File: config.mk
export PLATFORM = sky130hd
export DESIGN_NAME = pdv_top
export DESIGN_NICKNAME = d
export VERILOG_FILES = /design/src/pkg/pdv_pkg.sv /design/src/hw/pdv_top.sv /design/src/hw/pdv_single_pulse.sv
export VERILOG_INCLUDE_DIRS = /design/src /design/src/pkg
export SDC_FILE = /design/constraint.sdc
export NUM_CORES = 1
export LEC_CHECK = 0
export ABC_AREA = 1
export BUFFER_PORTS_ARGS = -buffer_cell sky130_fd_sc_hd__buf_2
export CORE_MARGIN = 2
export CORE_UTILIZATION = 35
export CTS_CLUSTER_DIAMETER = 80
export DETAILED_ROUTE_END_ITERATION = 8
export MAX_ROUTING_LAYER = met4
export PLACE_DENSITY = 0.65
export SLEW_MARGIN = 20
export SYNTH_ARGS = -nofsm -noshare
export SYNTH_HDL_FRONTEND = slang
export SYNTH_HIERARCHICAL = 1
export SYNTH_SLANG_ARGS = --single-unit
File: constraint.sdc
create_clock -name SYS_CLK_IN -period 4.1 [get_ports SYS_CLK_IN]
set_input_delay 0.82 -clock SYS_CLK_IN [delete_from_list [all_inputs] [get_ports SYS_CLK_IN]]
set_output_delay 0.82 -clock SYS_CLK_IN [all_outputs]
set_load 0.02 [all_outputs]
File: src/pkg/pdv_defs.svh
// timing, widths and code constants for the pulse/dialer/voice/compare blocks
`ifndef PDV_DEFS_SVH
`define PDV_DEFS_SVH
`define PDV_CLK_HZ 10000000
`define PDV_TICK_MS 10
`define PDV_TICK_CYC (`PDV_CLK_HZ / 1000 * `PDV_TICK_MS)
`define PDV_REDIAL_S 30
`define PDV_REDIAL_TICKS (`PDV_REDIAL_S * 1000 / `PDV_TICK_MS)
`define PDV_CONFIRM_S 5
`define PDV_CONFIRM_TICKS (`PDV_CONFIRM_S * 1000 / `PDV_TICK_MS)
`define PDV_T_MIN 14'h0001
`define PDV_T_MAX 14'h270f
`define PDV_MAX_DIGITS 5'h19
`define PDV_SECTIONS 7'h62
`define PDV_CLEAR_ALL 7'h63
`define PDV_ANA_MAX 7'h64
`define PDV_KEY_STAR 4'ha
`define PDV_PW_DIGITS 3'h4
`endif

File: src/pkg/pdv_pkg.sv
// types shared by the pulse/dialer/voice/compare blocks
package pdv_pkg;
  typedef enum logic [1:0] {PDV_UNIT_SEC = 2'h0, PDV_UNIT_MIN = 2'h1, PDV_UNIT_HOUR = 2'h2} pdv_unit_t;
  typedef enum logic [2:0] {PDV_OP_LE = 3'h0, PDV_OP_GE = 3'h1, PDV_OP_GT = 3'h2, PDV_OP_LT = 3'h3,
                            PDV_OP_EQ = 3'h4} pdv_op_t;
  typedef enum logic [2:0] {PDV_SRC_INPUT = 3'h0, PDV_SRC_OUTPUT = 3'h1, PDV_SRC_HIGH = 3'h2,
                            PDV_SRC_LOW = 3'h3, PDV_SRC_MARKER = 3'h4, PDV_SRC_TONE = 3'h5} pdv_src_t;
  typedef enum logic [4:0] {PDV_CALL_IDLE = 5'h01, PDV_CALL_PASS = 5'h02, PDV_CALL_INFO = 5'h04,
                            PDV_CALL_STAR = 5'h08, PDV_CALL_CONF = 5'h10} pdv_call_t;
  typedef struct packed {
    logic q;
    logic trg_d;
    logic [31:0] sub;
    logic [13:0] ticks;
  } pdv_pulse_t;
endpackage

File: src/hw/pdv_top.sv
// pulse relay, dialer, voice playback/record and analog compare blocks
// Overview of operation
// - rising trigger gives an output pulse of duration T, less up to one 10 ms tick
// - reset high forces the pulse output low
// - duration accepts 0.01 to 99.99 in seconds, minutes or hours
// - pulse timing resolved to better than half a second
// - trigger edges during a running pulse are ignored
// - dialer input high dials, redials every 30 s, stops when low
// - numbers up to 25 digits; longer numbers are rejected
// - dialer input chosen from inputs, outputs, high, low, markers, tone digits
// - each tone digit received once past the password is a pulse usable by a set-reset latch
// - incoming call needs password before information code and control digits
// - after password, star zero switches relay 1 on, star nine off
// - spoken confirmation of a remote switch lasts 5 seconds
// - playback on-input sets output and plays the selected section
// - playback off-input clears output and stops the section
// - voice store has 98 sections; playback selects one
// - recorder on-input starts recording, off-input ends it
// - recorder section 99 clears every stored section
// - reused recorder advances section number each on/off cycle, holding at 98
// - compare operands constant 0.0 to 10.0 or analog; five relations
// - compare output high while the chosen relation holds
`timescale 1ns/100ps
`default_nettype none
`include "pdv_defs.svh"
module pdv_top (
  input wire logic SYS_CLK_IN,
  input wire logic ARST_N_IN,
  // single pulse relay
  input wire logic PULSE_TRIGGER_IN,
  input wire logic PULSE_RESET_IN,
  input wire logic [13:0] PULSE_T_IN,
  input wire pdv_pkg::pdv_unit_t PULSE_UNIT_IN,
  output logic PULSE_Q_OUT,
  // terminals and markers
  input wire logic [11:0] INPUT_TERMINALS_IN,
  input wire logic [7:0] OUTPUT_TERMINALS_IN,
  input wire logic [126:0] MARKER_BITS_IN,
  // dialer
  input wire pdv_pkg::pdv_src_t DIAL_SRC_IN,
  input wire logic [6:0] DIAL_IDX_IN,
  input wire logic [4:0] DIAL_LEN_IN,
  input wire logic [99:0] DIAL_NUMBER_IN,
  output logic DIAL_START_OUT,
  output logic [99:0] DIAL_NUMBER_OUT,
  output logic [4:0] DIAL_LEN_OUT,
  output logic DIAL_REJECT_OUT,
  // tone digits from the phone module
  input wire logic TONE_VALID_IN,
  input wire logic [3:0] TONE_DIGIT_IN,
  input wire logic CALL_ACTIVE_IN,
  input wire logic [15:0] PASSWORD_IN,
  output logic [9:0] TONE_DIGIT_SIGNALS_OUT,
  output logic PROMPT_PASSWORD_OUT,
  output logic PROMPT_INFO_OUT,
  output logic RELAY1_OUT,
  output logic CONFIRM_ON_OUT,
  output logic CONFIRM_OFF_OUT,
  // voice playback
  input wire logic VOICE_PLAYBACK_ON_IN,
  input wire logic VOICE_PLAYBACK_OFF_IN,
  input wire logic [6:0] VOICE_PLAYBACK_SECTION_IN,
  output logic VOICE_PLAYBACK_Q_OUT,
  output logic [6:0] VOICE_PLAYBACK_SECTION_OUT,
  // voice recorder
  input wire logic REC_ON_IN,
  input wire logic REC_OFF_IN,
  input wire logic [6:0] REC_SECTION_IN,
  output logic REC_ACTIVE_OUT,
  output logic [6:0] REC_SECTION_OUT,
  output logic REC_CLEAR_ALL_OUT,
  // analog compare
  input wire logic [6:0] ANA_A_IN,
  input wire logic [6:0] ANA_B_IN,
  input wire pdv_pkg::pdv_op_t ANA_OP_IN,
  output logic ANA_Q_OUT
);
  typedef struct packed {
    logic [1:0] trg_s;
    logic [1:0] rst_s;
    logic [23:0] tick_cnt;
    logic dial_in_d;
    logic [15:0] redial_cnt;
    logic dial_start;
    logic dial_reject;
    logic [99:0] dial_num;
    logic [4:0] dial_len;
    logic [9:0] tone_sig;
    logic [4:0] call;
    logic [2:0] pw_cnt;
    logic [15:0] pw_buf;
    logic relay1;
    logic conf_on;
    logic conf_off;
    logic [15:0] conf_cnt;
    logic voice_playback_q;
    logic [6:0] voice_playback_sec;
    logic rec_active;
    logic rec_started;
    logic [6:0] rec_sec;
    logic rec_clear;
    logic ana_q;
  } pdv_top_state_t;

  pdv_top_state_t s, next_s;
  logic tick;
  logic dial_level;
  logic rel;

  // 10 ms timebase shared by all timed blocks
  assign tick = (s.tick_cnt == 24'(`PDV_TICK_CYC - 1));

  // dialer source select
  always_comb begin
    unique case (DIAL_SRC_IN)
      pdv_pkg::PDV_SRC_INPUT: dial_level = INPUT_TERMINALS_IN[DIAL_IDX_IN[3:0]];
      pdv_pkg::PDV_SRC_OUTPUT: dial_level = OUTPUT_TERMINALS_IN[DIAL_IDX_IN[2:0]];
      pdv_pkg::PDV_SRC_HIGH: dial_level = 1'b1;
      pdv_pkg::PDV_SRC_LOW: dial_level = 1'b0;
      pdv_pkg::PDV_SRC_MARKER: dial_level = MARKER_BITS_IN[DIAL_IDX_IN];
      pdv_pkg::PDV_SRC_TONE: dial_level = s.tone_sig[DIAL_IDX_IN[3:0]];
      default: dial_level = 1'b0;
    endcase
  end

  // compare relation; inputs scaled 0..100 as tenths of a volt
  always_comb begin
    unique case (ANA_OP_IN)
      pdv_pkg::PDV_OP_LE: rel = ANA_A_IN <= ANA_B_IN;
      pdv_pkg::PDV_OP_GE: rel = ANA_A_IN >= ANA_B_IN;
      pdv_pkg::PDV_OP_GT: rel = ANA_A_IN > ANA_B_IN;
      pdv_pkg::PDV_OP_LT: rel = ANA_A_IN < ANA_B_IN;
      pdv_pkg::PDV_OP_EQ: rel = ANA_A_IN == ANA_B_IN;
      default: rel = 1'b0;
    endcase
  end

  always_comb begin
    next_s = s;
    next_s.trg_s = {s.trg_s[0], PULSE_TRIGGER_IN};
    next_s.rst_s = {s.rst_s[0], PULSE_RESET_IN};
    next_s.tick_cnt = tick ? 24'h0 : s.tick_cnt + 24'h1;
    // dialer: edge dials at once, then every 30 s while high
    next_s.dial_in_d = dial_level;
    next_s.dial_start = 1'b0;
    next_s.dial_reject = 1'b0;
    if (!dial_level) begin
      next_s.redial_cnt = 16'h0;
    end else if (!s.dial_in_d || (tick && s.redial_cnt == 16'(`PDV_REDIAL_TICKS - 1))) begin
      next_s.redial_cnt = 16'h0;
      if (DIAL_LEN_IN > `PDV_MAX_DIGITS || DIAL_LEN_IN == 5'h0) begin
        next_s.dial_reject = 1'b1;
      end else begin
        next_s.dial_start = 1'b1;
        next_s.dial_num = DIAL_NUMBER_IN;
        next_s.dial_len = DIAL_LEN_IN;
      end
    end else if (tick) begin
      next_s.redial_cnt = s.redial_cnt + 16'h1;
    end
    // tone digit pulses, only once the caller is past the password
    next_s.tone_sig = 10'h0;
    if (TONE_VALID_IN && TONE_DIGIT_IN <= 4'h9 && s.call != pdv_pkg::PDV_CALL_IDLE &&
        s.call != pdv_pkg::PDV_CALL_PASS) begin
      next_s.tone_sig = 10'h1 << TONE_DIGIT_IN;
    end
    // confirmation timer
    if (tick && s.conf_cnt != 16'h0) begin
      next_s.conf_cnt = s.conf_cnt - 16'h1;
      if (s.conf_cnt == 16'h1) begin
        next_s.conf_on = 1'b0;
        next_s.conf_off = 1'b0;
      end
    end
    // incoming call sequence
    if (!CALL_ACTIVE_IN) begin
      next_s.call = pdv_pkg::PDV_CALL_IDLE;
      next_s.pw_cnt = 3'h0;
    end else begin
      unique case (s.call)
        pdv_pkg::PDV_CALL_IDLE: begin
          next_s.call = pdv_pkg::PDV_CALL_PASS;
          next_s.pw_cnt = 3'h0;
        end
        pdv_pkg::PDV_CALL_PASS: begin
          if (TONE_VALID_IN && TONE_DIGIT_IN != `PDV_KEY_STAR) begin
            next_s.pw_buf = {s.pw_buf[11:0], TONE_DIGIT_IN};
            next_s.pw_cnt = s.pw_cnt + 3'h1;
            if (s.pw_cnt == `PDV_PW_DIGITS - 3'h1) begin
              next_s.pw_cnt = 3'h0;
              if ({s.pw_buf[11:0], TONE_DIGIT_IN} == PASSWORD_IN) begin
                next_s.call = pdv_pkg::PDV_CALL_INFO;
              end
            end
          end
        end
        pdv_pkg::PDV_CALL_INFO: begin
          if (TONE_VALID_IN && TONE_DIGIT_IN == `PDV_KEY_STAR) begin
            next_s.call = pdv_pkg::PDV_CALL_STAR;
          end
        end
        pdv_pkg::PDV_CALL_STAR: begin
          if (TONE_VALID_IN) begin
            next_s.call = pdv_pkg::PDV_CALL_INFO;
            if (TONE_DIGIT_IN == 4'h0) begin
              next_s.relay1 = 1'b1;
              next_s.conf_on = 1'b1;
              next_s.conf_off = 1'b0;
              next_s.conf_cnt = 16'(`PDV_CONFIRM_TICKS);
            end else if (TONE_DIGIT_IN == 4'h9) begin
              next_s.relay1 = 1'b0;
              next_s.conf_on = 1'b0;
              next_s.conf_off = 1'b1;
              next_s.conf_cnt = 16'(`PDV_CONFIRM_TICKS);
            end
          end
        end
        default: next_s.call = pdv_pkg::PDV_CALL_IDLE;
      endcase
    end
    // playback: off wins over on
    if (VOICE_PLAYBACK_OFF_IN) begin
      next_s.voice_playback_q = 1'b0;
    end else if (VOICE_PLAYBACK_ON_IN && VOICE_PLAYBACK_SECTION_IN != 7'h0 && VOICE_PLAYBACK_SECTION_IN <= `PDV_SECTIONS) begin
      next_s.voice_playback_q = 1'b1;
      next_s.voice_playback_sec = VOICE_PLAYBACK_SECTION_IN;
    end
    // recorder; section order kept by the user, accumulates on reuse
    next_s.rec_clear = 1'b0;
    if (!s.rec_started && REC_SECTION_IN != s.rec_sec) begin
      next_s.rec_sec = REC_SECTION_IN;
    end
    if (s.rec_active && REC_OFF_IN) begin
      next_s.rec_active = 1'b0;
      if (s.rec_sec < `PDV_SECTIONS) begin
        next_s.rec_sec = s.rec_sec + 7'h1;
      end
    end else if (!s.rec_active && REC_ON_IN && !REC_OFF_IN) begin
      // section 99 read from the pin, so a clear still works after recording has begun
      if (REC_SECTION_IN == `PDV_CLEAR_ALL) begin
        next_s.rec_clear = 1'b1;
        next_s.rec_started = 1'b0;
      end else if (s.rec_sec != 7'h0 && s.rec_sec <= `PDV_SECTIONS) begin
        next_s.rec_active = 1'b1;
        next_s.rec_started = 1'b1;
      end
    end
    next_s.ana_q = (ANA_A_IN <= `PDV_ANA_MAX) && (ANA_B_IN <= `PDV_ANA_MAX) && rel;
  end

  always_ff @(posedge SYS_CLK_IN or negedge ARST_N_IN) begin
    if (!ARST_N_IN) begin
      s <= '0;
      s.call <= pdv_pkg::PDV_CALL_IDLE;
    end else begin
      s <= next_s;
    end
  end

  // pulse relay on synchronised pins
  pdv_single_pulse u_pulse (
    .clk_in(SYS_CLK_IN),
    .arst_n_in(ARST_N_IN),
    .tick_in(tick),
    .trg_in(s.trg_s[1]),
    .rst_in(s.rst_s[1]),
    .t_in(PULSE_T_IN),
    .unit_in(PULSE_UNIT_IN),
    .q_out(PULSE_Q_OUT)
  );

  assign DIAL_START_OUT = s.dial_start;
  assign DIAL_NUMBER_OUT = s.dial_num;
  assign DIAL_LEN_OUT = s.dial_len;
  assign DIAL_REJECT_OUT = s.dial_reject;
  assign TONE_DIGIT_SIGNALS_OUT = s.tone_sig;
  assign PROMPT_PASSWORD_OUT = (s.call == pdv_pkg::PDV_CALL_PASS);
  assign PROMPT_INFO_OUT = (s.call == pdv_pkg::PDV_CALL_INFO) || (s.call == pdv_pkg::PDV_CALL_STAR);
  assign RELAY1_OUT = s.relay1;
  assign CONFIRM_ON_OUT = s.conf_on;
  assign CONFIRM_OFF_OUT = s.conf_off;
  assign VOICE_PLAYBACK_Q_OUT = s.voice_playback_q;
  assign VOICE_PLAYBACK_SECTION_OUT = s.voice_playback_sec;
  assign REC_ACTIVE_OUT = s.rec_active;
  assign REC_SECTION_OUT = s.rec_sec;
  assign REC_CLEAR_ALL_OUT = s.rec_clear;
  assign ANA_Q_OUT = s.ana_q;
endmodule
`default_nettype wire

File: src/hw/pdv_single_pulse.sv
// single-pulse timer relay with trigger edge, reset and unit scaling
`timescale 1ns/100ps
`default_nettype none
`include "pdv_defs.svh"
module pdv_single_pulse (
  input wire logic clk_in,
  input wire logic arst_n_in,
  input wire logic tick_in,
  input wire logic trg_in,
  input wire logic rst_in,
  input wire logic [13:0] t_in,
  input wire pdv_pkg::pdv_unit_t unit_in,
  output logic q_out
);
  pdv_pkg::pdv_pulse_t s, next_s;
  logic [31:0] sub_lim;

  // 10 ms tick count per 0.01 of the unit of duration, by unit
  always_comb begin
    unique case (unit_in)
      pdv_pkg::PDV_UNIT_SEC: sub_lim = 32'h1;
      pdv_pkg::PDV_UNIT_MIN: sub_lim = 32'h3c;
      pdv_pkg::PDV_UNIT_HOUR: sub_lim = 32'he10;
      default: sub_lim = 32'h1;
    endcase
  end

  // 10 ms tick resolution, far finer than half a second
  always_comb begin
    next_s = s;
    next_s.trg_d = trg_in;
    if (rst_in) begin
      next_s.q = 1'b0;
      next_s.sub = 32'h0;
      next_s.ticks = 14'h0;
    end else if (!s.q) begin
      if (trg_in && !s.trg_d && t_in >= `PDV_T_MIN && t_in <= `PDV_T_MAX) begin
        next_s.q = 1'b1;
        next_s.ticks = t_in;
        next_s.sub = 32'h0;
      end
    end else if (tick_in) begin
      // edges while high are ignored here
      if (s.sub + 32'h1 >= sub_lim) begin
        next_s.sub = 32'h0;
        next_s.ticks = s.ticks - 14'h1;
        if (s.ticks == 14'h1) begin
          next_s.q = 1'b0;
        end
      end else begin
        next_s.sub = s.sub + 32'h1;
      end
    end
  end

  always_ff @(posedge clk_in or negedge arst_n_in) begin
    if (!arst_n_in) begin
      s <= '0;
    end else begin
      s <= next_s;
    end
  end

  assign q_out = s.q;
endmodule
`default_nettype wire

# == After elaboration in Yosys (flattened, before gate mapping) ==
# Index checks and enable logic that the tools add are counted.
# totals
regBits,272
input_bits,339
# op_classes
n_addsub,7
order_cmp,17
n_eq_ne,38
shifts,1
mux,61
n_bitwise,3
n_reduce_logical,50
# op_table
cell,count
107-bit 2-to-1 mux,2
46-bit 2-to-1 mux,4
105-bit 2-to-1 mux,1
18-bit 2-to-1 mux,4
16-bit 2-to-1 mux,3
24-bit 2-to-1 mux,2
19-bit 2-to-1 mux,2
32-bit by 1-bit adder with 32-bit output (second input constant),1
32-bit by 12-bit greater-or-equal comparator with 1-bit output,1
32-bit 2-to-1 mux,1
7-bit less-or-equal comparator (second input constant),4
24-bit by 1-bit adder with 24-bit output (second input constant),1
24-bit by 17-bit equality test with 1-bit output (second input constant),1
8-bit 2-to-1 mux,3
12-bit one-hot mux with 2 select lines,1
7-bit 2-to-1 mux,3
5-bit one-hot mux with 4 select lines,1
1-bit logical AND,19
1-bit 2-to-1 mux,19
16-bit by 1-bit adder with 16-bit output (second input constant),1
16-bit by 1-bit equality test with 1-bit output (second input constant),1
16-bit by 12-bit equality test with 1-bit output (second input constant),1
16-bit equality test,1
16-bit nonzero test,1
other kinds (60),99

# == Longest topological paths before layout ==
# Gate-level depths: netlist of the first run.
# logic_depth
word_depth,8
mapped_depth,19

# == By module ==
# Netlist of the first run, hierarchy kept.
# modules_own_cells
module,instances,cells_per_inst,area_each_um2,seq_area_each_um2
pdv_top,1,1826,13205.2,5481.5
pdv_single_pulse,1,558,3594.7,1201.2

# == Worst setup path after synthesis of the first run ==
# No wires, ideal clock.
# synth_path
path_type,register to register
from,reg s[196] (netlist bit)
to,reg u_pulse/s[36] (netlist bit)
setup_time_ps,131
arrival_time_ps,2461
t_required_ps,3969
setup_slack_ps,1508
path_stages_with_launch,13
cell_sequence,dfrtp_1 -> ha_1 -> nand2_1 -> nor2_2 -> nand2_1 -> inv_1 -> nand3_1 -> nor4_1 -> o21ai_0 -> nand2_1 -> clkbuf_1 -> buf_1 -> nor2_1
# synth_between
elab_chain_cells,3
# synth_rtl
element,line_no,rtl
start: declaration,pdv_top.sv:105,"pdv_top_state_t s, next_s;"
start signal: assignment,pdv_top.sv:256,s <= next_s;
24-bit by 17-bit equality test with 1-bit output,pdv_top.sv:111,assign tick = (s.tick_cnt == 24'(`PDV_TICK_CYC - 1));
net tick,pdv_top.sv:106,logic tick;
3-bit != test (no source line),--,
2-bit AND reduction (no source line),--,
end signal: assignment,pdv_single_pulse.sv:60,s <= next_s;
end: declaration,pdv_single_pulse.sv:15,"pdv_pkg::pdv_pulse_t s, next_s;"
# The timed path passes the listed nets, and every way through them passes these cells.
# A chain may end at the register's enable or synchronous reset.

# == Final worst setup path of the first run ==
# layout_path
from,reg u_pulse/s[17] (netlist bit)
to,reg u_pulse/s[0] (netlist bit)
# layout_between
elab_chain_cells,4
# layout_rtl
element,line_no,rtl
32-bit by 1-bit adder with 32-bit output,pdv_single_pulse.sv:44,if (s.sub + 32'h1 >= sub_lim) begin
32-bit by 12-bit greater-or-equal comparator with 1-bit output,pdv_single_pulse.sv:44,
3-bit != test (no source line),--,
3-bit AND reduction (no source line),--,
# No other way between the ends.

==> results.json, run 1 <==
{
  "async_reset_ff_share_pct": 100,
  "path_depth": 17,
  "cts.htree.levels": 2,
  "clk_latency_ns": 0.55,
  "synth_top_cell_area_share_pct": 39.6,
  "core-area_um2": 47500,
  "synth.most_common_cell": "nand2_1",
  "design_area_um2": 20000,
  "drt-initial-drc-count": 1100,
  "fmax_mhz": 297,
  "synth_common_cells": "773 x nand2_1, 266 x dfrtp_1, 265 x nor2_1, 257 x nand3_1, 226 x inv_1",
  "ctsHoldBuffers": 0,
  "fill_cells": 4992,
  "setup_viol": 0,
  "syn2layout_area_growth_pct": 18.8,
  "postPlaceCellArea_um2": 18800,
  "slowest_delay_ns": 0.40,
  "synth.net_count": 2751,
  "clkSlewWorstSetupHoldPaths_ns": 0.05,
  "grt_max_degree": 109,
  "worstPathRequired_ns": 4.55,
  "cts.path.max_buffers": 3,
  "arrival_ns": 3.82,
  "gp_congestion": 0.945,
  "cts_buffers": 34,
  "regToRegSetupSlack_ns": 0.73,
  "finalHoldViolCount": 0,
  "slew_headroom_pct": 50.7,
  "cp_top_family": "simple AND/OR/NAND/NOR gates",
  "ctsResizeCount": 0,
  "startpoint_type": "flip-flop",
  "cp_cell_sequence": "nand2_1 -> nor2_1 -> nand2_1 -> nor2_1 -> xor2_1 -> ha_1 -> a21oi_1 -> inv_1 -> nor2_1 -> nand2_1 -> nor2_1 -> nand2_1 -> nor2_4 -> nand4_4 -> nand2_4 -> nand2_1 -> nand2_1",
  "cp_max_fo": 27,
  "post_cts_buffers": 0,
  "cts_num_sinks": 267,
  "finalMaxSlewViolations": 0,
  "ys_ff_latch": 267,
  "setup.worst_path.end_class": "flip-flop",
  "r2r-end": "u_pulse/s[0]",
  "overflow": 0,
  "track_usage_pct": 21.2,
  "crit_start": "u_pulse/s[17]",
  "cpMostUsedCell": "nand2_1",
  "drtPass1Iterations": 6,
  "routedWlPerCell_um": 15.6,
  "synth_area_leaders": "dfrtp_1 40%, nand2_1 17%, nand3_1 7.7%",
  "status": "finished, final reports clean",
  "root_buffer": "clkbuf_16",
  "ys_seq_area_share_pct": 39.8,
  "antenna_found_initial": 5,
  "yosys_warnings": 6,
  "grt_pass1_wl_um": 82100,
  "wl_um": 52200,
  "vias": 16026,
  "period_share_pct": 82.2,
  "maxCapViolCount": 0,
  "path_class": "reg2reg",
  "nets": 3080,
  "power_density_nw_per_um2": 464,
  "fin_setup_tns_ns": 0,
  "die_area_um2": 49800,
  "netlist_instances": 2384,
  "via_per_inst": 4.77,
  "ioPinCount": 480,
  "drive_gt1_share_pct": 22.0,
  "netlist_area_um2": 16800,
  "avgSynthCellArea_um2": 7.05,
  "dp_hpwl_um": 40000,
  "peakVddDrop_uv": 359,
  "cts_tree": "built",
  "grt_pass1_vias": 15368,
  "synth_edf_count": 0,
  "die_w_um": 223,
  "numPortBuffers": 479,
  "drc": 0,
  "rows": 80,
  "fin_skew_ns": 0.0270,
  "p_leak_nw": 10.7,
  "worst_slew_pin_slew_ns": 0.740,
  "r2r_cells": 17,
  "ys.flop_type": "dfrtp_1",
  "period_needed_ns": 3.37,
  "yosysUniqueCellTypes": 50,
  "ant_nets": 0,
  "hold_class": "in2async",
  "reg2reg_from": "u_pulse/s[17]",
  "die_h_um": 223,
  "rsz0062_at_grt": "false",
  "crit_path_top_delay_cell": "dfrtp_1",
  "yosysTopAreaCell": "dfrtp_1",
  "start_util_pct": 35.3,
  "cp_num_buf_inv": 1
}
routing by layer:
metal	vias to the layer above	GRT usage, %	wire (um)
li1	8107	-	-
met1	7278	24.6	21200
met2	517	36.2	25800
met3	124	3.94	3070
met4	0	8.55	2100
met5	-	-	0
placed cells by master, fill, tap and decap left out, drive strengths merged, types with 14 or more instances in the layout:
cell	synthesis	layout
xnor2	16	16
inv	231	232
nand2	782	782
a21oi	41	41
xor2	37	37
dfrtp	266	266
clkbuf	19	50
buf	187	499
clkinv	7	14
ha	28	28
o21ai	78	78
nand4	34	34
nor3	31	31
nor2	282	282
nand3	258	258
layout make-up:
cell class              count  area [um2]  share of cell area, %
well taps                 615         769                   3.86
multi-input cells        1673        7840                   39.3
diodes                      4        10.0                 0.0502
clock inverters            12         141                  0.709
repair buffers            499        2610                   13.1
clock buffers              50        1010                   5.07
flip-flops and latches    267        6680                   33.5
inverters                 238         893                   4.48
state kept, by name, summed over array words and instances (netlist names), 2 cells and up:
| register | count |
|---|---|
| DIAL_LEN_OUT | 5 |
| REC_SECTION_OUT | 7 |
| VOICE_PLAYBACK_SECTION_OUT | 7 |
| TONE_DIGIT_SIGNALS_OUT | 10 |
| DIAL_NUMBER_OUT | 100 |
| s | 79 |
| u_pulse/s | 47 |
| next_s | 2 |
worst max path at each step:
| stage | to | slack (ns) |
|---|---|---|
| 6_report | u_pulse/s[0] | 0.73 |
| 5_1_grt | u_pulse/s[4] | 0.38 |
| 3_3_place_gp | s[184] | 0.40 |
| 3_5_place_dp | s[185] | 0.37 |
| 2_1_floorplan | u_pulse/s[36] | 1.51 |
| 4_1_cts | u_pulse/s[0] | 0.73 |
power by group:
| part | internal (mW) | total [mW] | switching, mW |
|---|---|---|---|
| Clock | 1.85 | 3.04 | 1.19 |
| Sequential | 3.17 | 3.55 | 0.377 |
| Combinational | 0.899 | 2.66 | 1.77 |
| Total | 5.92 | 9.25 | 3.33 |
cells by family (layout without fill, tap and decap cells):
family          count (synthesis)  after routing  synth area share [%]
flops                         267            267                  39.8
simple gates                 1413           1413                  35.4
compound gates                173            173                  5.87
buf+inv                       444            799                  13.7
fa+ha+maj                      28             28                  2.09
other cells                     0              4                     0
mux                             6              6                 0.402
xor+xnor                       53             53                  2.76
through the flow:
stage               instances  utilization (%)  total power, mW  setup slack (ns)  hold slack [ns]
floorplan                2384                -             5.79              1.51            0.331
finish                   3358             42.0             9.25             0.728            0.285
CTS                      3354             41.9             9.39             0.731            0.297
global route             3358             42.0             9.81             0.382            0.336
detailed placement       3292             39.5             6.27             0.368            0.341
global placement         3292             39.5             6.24             0.403            0.332
Note: power is estimated with default switching activity, not from simulation.
==> inputs of run 2 (changes only) <==
--- a/config.mk
+++ b/config.mk
@@ -13,7 +13,7 @@
 export CTS_CLUSTER_DIAMETER = 80
 export DETAILED_ROUTE_END_ITERATION = 8
 export MAX_ROUTING_LAYER = met4
-export PLACE_DENSITY = 0.65
+export PLACE_DENSITY = 0.67
 export SLEW_MARGIN = 20
 export SYNTH_ARGS = -nofsm -noshare
 export SYNTH_HDL_FRONTEND = slang
==> constraint.sdc (replaced) <==
create_clock -name SYS_CLK_IN -period 3.1 [get_ports SYS_CLK_IN]
set_input_delay 0.62 -clock SYS_CLK_IN [delete_from_list [all_inputs] [get_ports SYS_CLK_IN]]
set_output_delay 0.62 -clock SYS_CLK_IN [all_outputs]
set_load 0.02 [all_outputs]
==> results.json, run 2 (synthesized netlist as in run 1, its figures left out) <==
{
  "cp_max_fo": 17,
  "postPlaceCellArea_um2": 19100,
  "wl_um": 51200,
  "ctsHoldBuffers": 0,
  "routedWlPerCell_um": 15.1,
  "start_util_pct": 35.3,
  "grt_pass1_wl_um": 81100,
  "fill_cells": 4977,
  "die_h_um": 223,
  "core-area_um2": 47500,
  "fin_setup_tns_ns": 0,
  "seqPwrFrac_pct": 38.2,
  "dp.cells": 3316,
  "gp_congestion": 0.978,
  "overflow": 0,
  "switchingPower_mw": 4.36,
  "setup_viol": 0,
  "drive_gt1_share_pct": 22.8,
  "worst_slew_pin_slew_ns": 0.546,
  "rsz0062_at_grt": "false",
  "r2r_cells": 16,
  "status": "finished, final reports clean",
  "period_share_pct": 88.8,
  "clkSlewWorstSetupHoldPaths_ns": 0.06,
  "cts.path.max_buffers": 3,
  "grt_max_degree": 67,
  "fmax_mhz": 363,
  "root_buffer": "clkbuf_16",
  "final_cell_mix": "773 x nand2_1, 478 x buf_2, 266 x dfrtp_1, 265 x nor2_1, 257 x nand3_1",
  "whs_ns": 0.0115,
  "post_cts_buffers": 0,
  "peakVddDrop_uv": 454,
  "intPower_mw": 7.87,
  "cts_buffers": 34,
  "largest_reg_flops": 100,
  "grt_pass1_vias": 15627,
  "p_comb_share_pct": 29.3,
  "multi_input_area_um2": 7840,
  "stdcell_count": 3382,
  "nets": 3104,
  "slowest_delay_ns": 0.40,
  "mostFrequentLayoutCell": "nand2_1",
  "power_mw": 12.2,
  "design_area_um2": 20200,
  "drtPass1Iterations": 5,
  "finalMaxSlewViolations": 0,
  "clk_latency_ns": 0.53,
  "ioPinCount": 480,
  "post-route-util_pct": 42.6,
  "track_usage_pct": 20.8,
  "vias": 16224,
  "syn2layout_area_growth_pct": 20.5,
  "fin_ws_ns": 0.346,
  "power.share.switching_pct": 35.6,
  "cts_num_sinks": 267,
  "maxCapViolCount": 0,
  "cts_tree": "built",
  "p_leak_nw": 10.8,
  "hold_class": "in2async",
  "period_needed_ns": 2.75,
  "fin_skew_ns": 0.0139,
  "drt-initial-drc-count": 939,
  "power_density_nw_per_um2": 604,
  "finalHoldViolCount": 0,
  "drc": 0,
  "crit_path_top_delay_cell": "dfrtp_1",
  "ant_nets": 0,
  "dp_hpwl_um": 39400,
  "seqCellArea_um2": 6680,
  "cts.htree.levels": 2,
  "arrival_ns": 3.20,
  "antenna_found_initial": 5,
  "cp_cell_sequence": "nand2_1 -> nor2_1 -> nand2_1 -> nor2_1 -> xor2_1 -> ha_1 -> a21oi_1 -> inv_1 -> nor2_1 -> nand2_1 -> nor2_1 -> nand2_1 -> nor2_4 -> nand4_4 -> buf_4 -> o21ai_0",
  "dp_slack_ns": 0.299,
  "startpoint_type": "flip-flop",
  "setup.worst_path.end_class": "flip-flop",
  "die_area_um2": 49800,
  "ctsResizeCount": 0,
  "p_clk_share_pct": 32.5,
  "worstPathRequired_ns": 3.54,
  "die_w_um": 223,
  "numPortBuffers": 479,
  "slew_headroom_pct": 63.2,
  "path_class": "reg2reg",
  "via_per_inst": 4.80,
  "rows": 80
}
==> run 2: cell types whose count changed in the layout (fill, tap and decap cells not counted), sizes merged <==
cell,before,now
inv,232,231
buf,499,523
clkinvlp,2,1
clkinv,14,18
clkbuf,50,49
bufinv,2,1
==> run 2: routing by layer <==
metal | up-vias | global-route usage, % | share of wire [%]
li1 | 8163 | - | -
met1 | 7372 | 23.3 | 40
met2 | 554 | 35.6 | 49
met3 | 135 | 4.06 | 5.9
met4 | 0 | 9.98 | 4.7
met5 | - | - | 0
==> run 2: area by class of cell <==
type                       count  area share (%)
timing repair buffer         523            14.4
inverter                     238            4.41
antenna                        4          0.0494
sequential                   267            33.0
multi-input combinational   1673            38.7
clock inverter                13           0.494
clock buffer                  49            5.14
tap                          615            3.80
==> run 2: path summary, 6_finish.rpt <==
check	start	end	slack (ns)
setup / recovery	u_pulse/s[17]	u_pulse/s[14]	0.35
hold / removal	ARST_N_IN	ANA_Q_OUT	0.01
setup reg to reg	u_pulse/s[17]	u_pulse/s[14]	0.35
hold reg to reg	next_s[221]	s[221]	0.35
max in group asynchronous	ARST_N_IN	s[26]	2.28
min in group SYS_CLK_IN	PULSE_RESET_IN	next_s[221]	0.20
==> run 2: critical path, delay by kind of cell (launching register included) <==
kind | cells | cell delay, ns
xor+xnor | 1 | 0.24
buf+inv | 2 | 0.27
compound gates | 2 | 0.33
simple gates | 10 | 1.15
flops | 1 | 0.40
fa+ha+maj | 1 | 0.28
==> run 2: power by group through the flow <==
stage          registers [mW]  logic, mW  clock network (mW)
2_1_floorplan            4.61       3.05                   0
3_3_place_gp             4.72       3.55                   0
3_5_place_dp             4.71       3.61                   0
4_1_cts                  4.67       3.61                4.10
5_1_grt                  4.77       3.94                4.25
6_report                 4.68       3.58                3.98
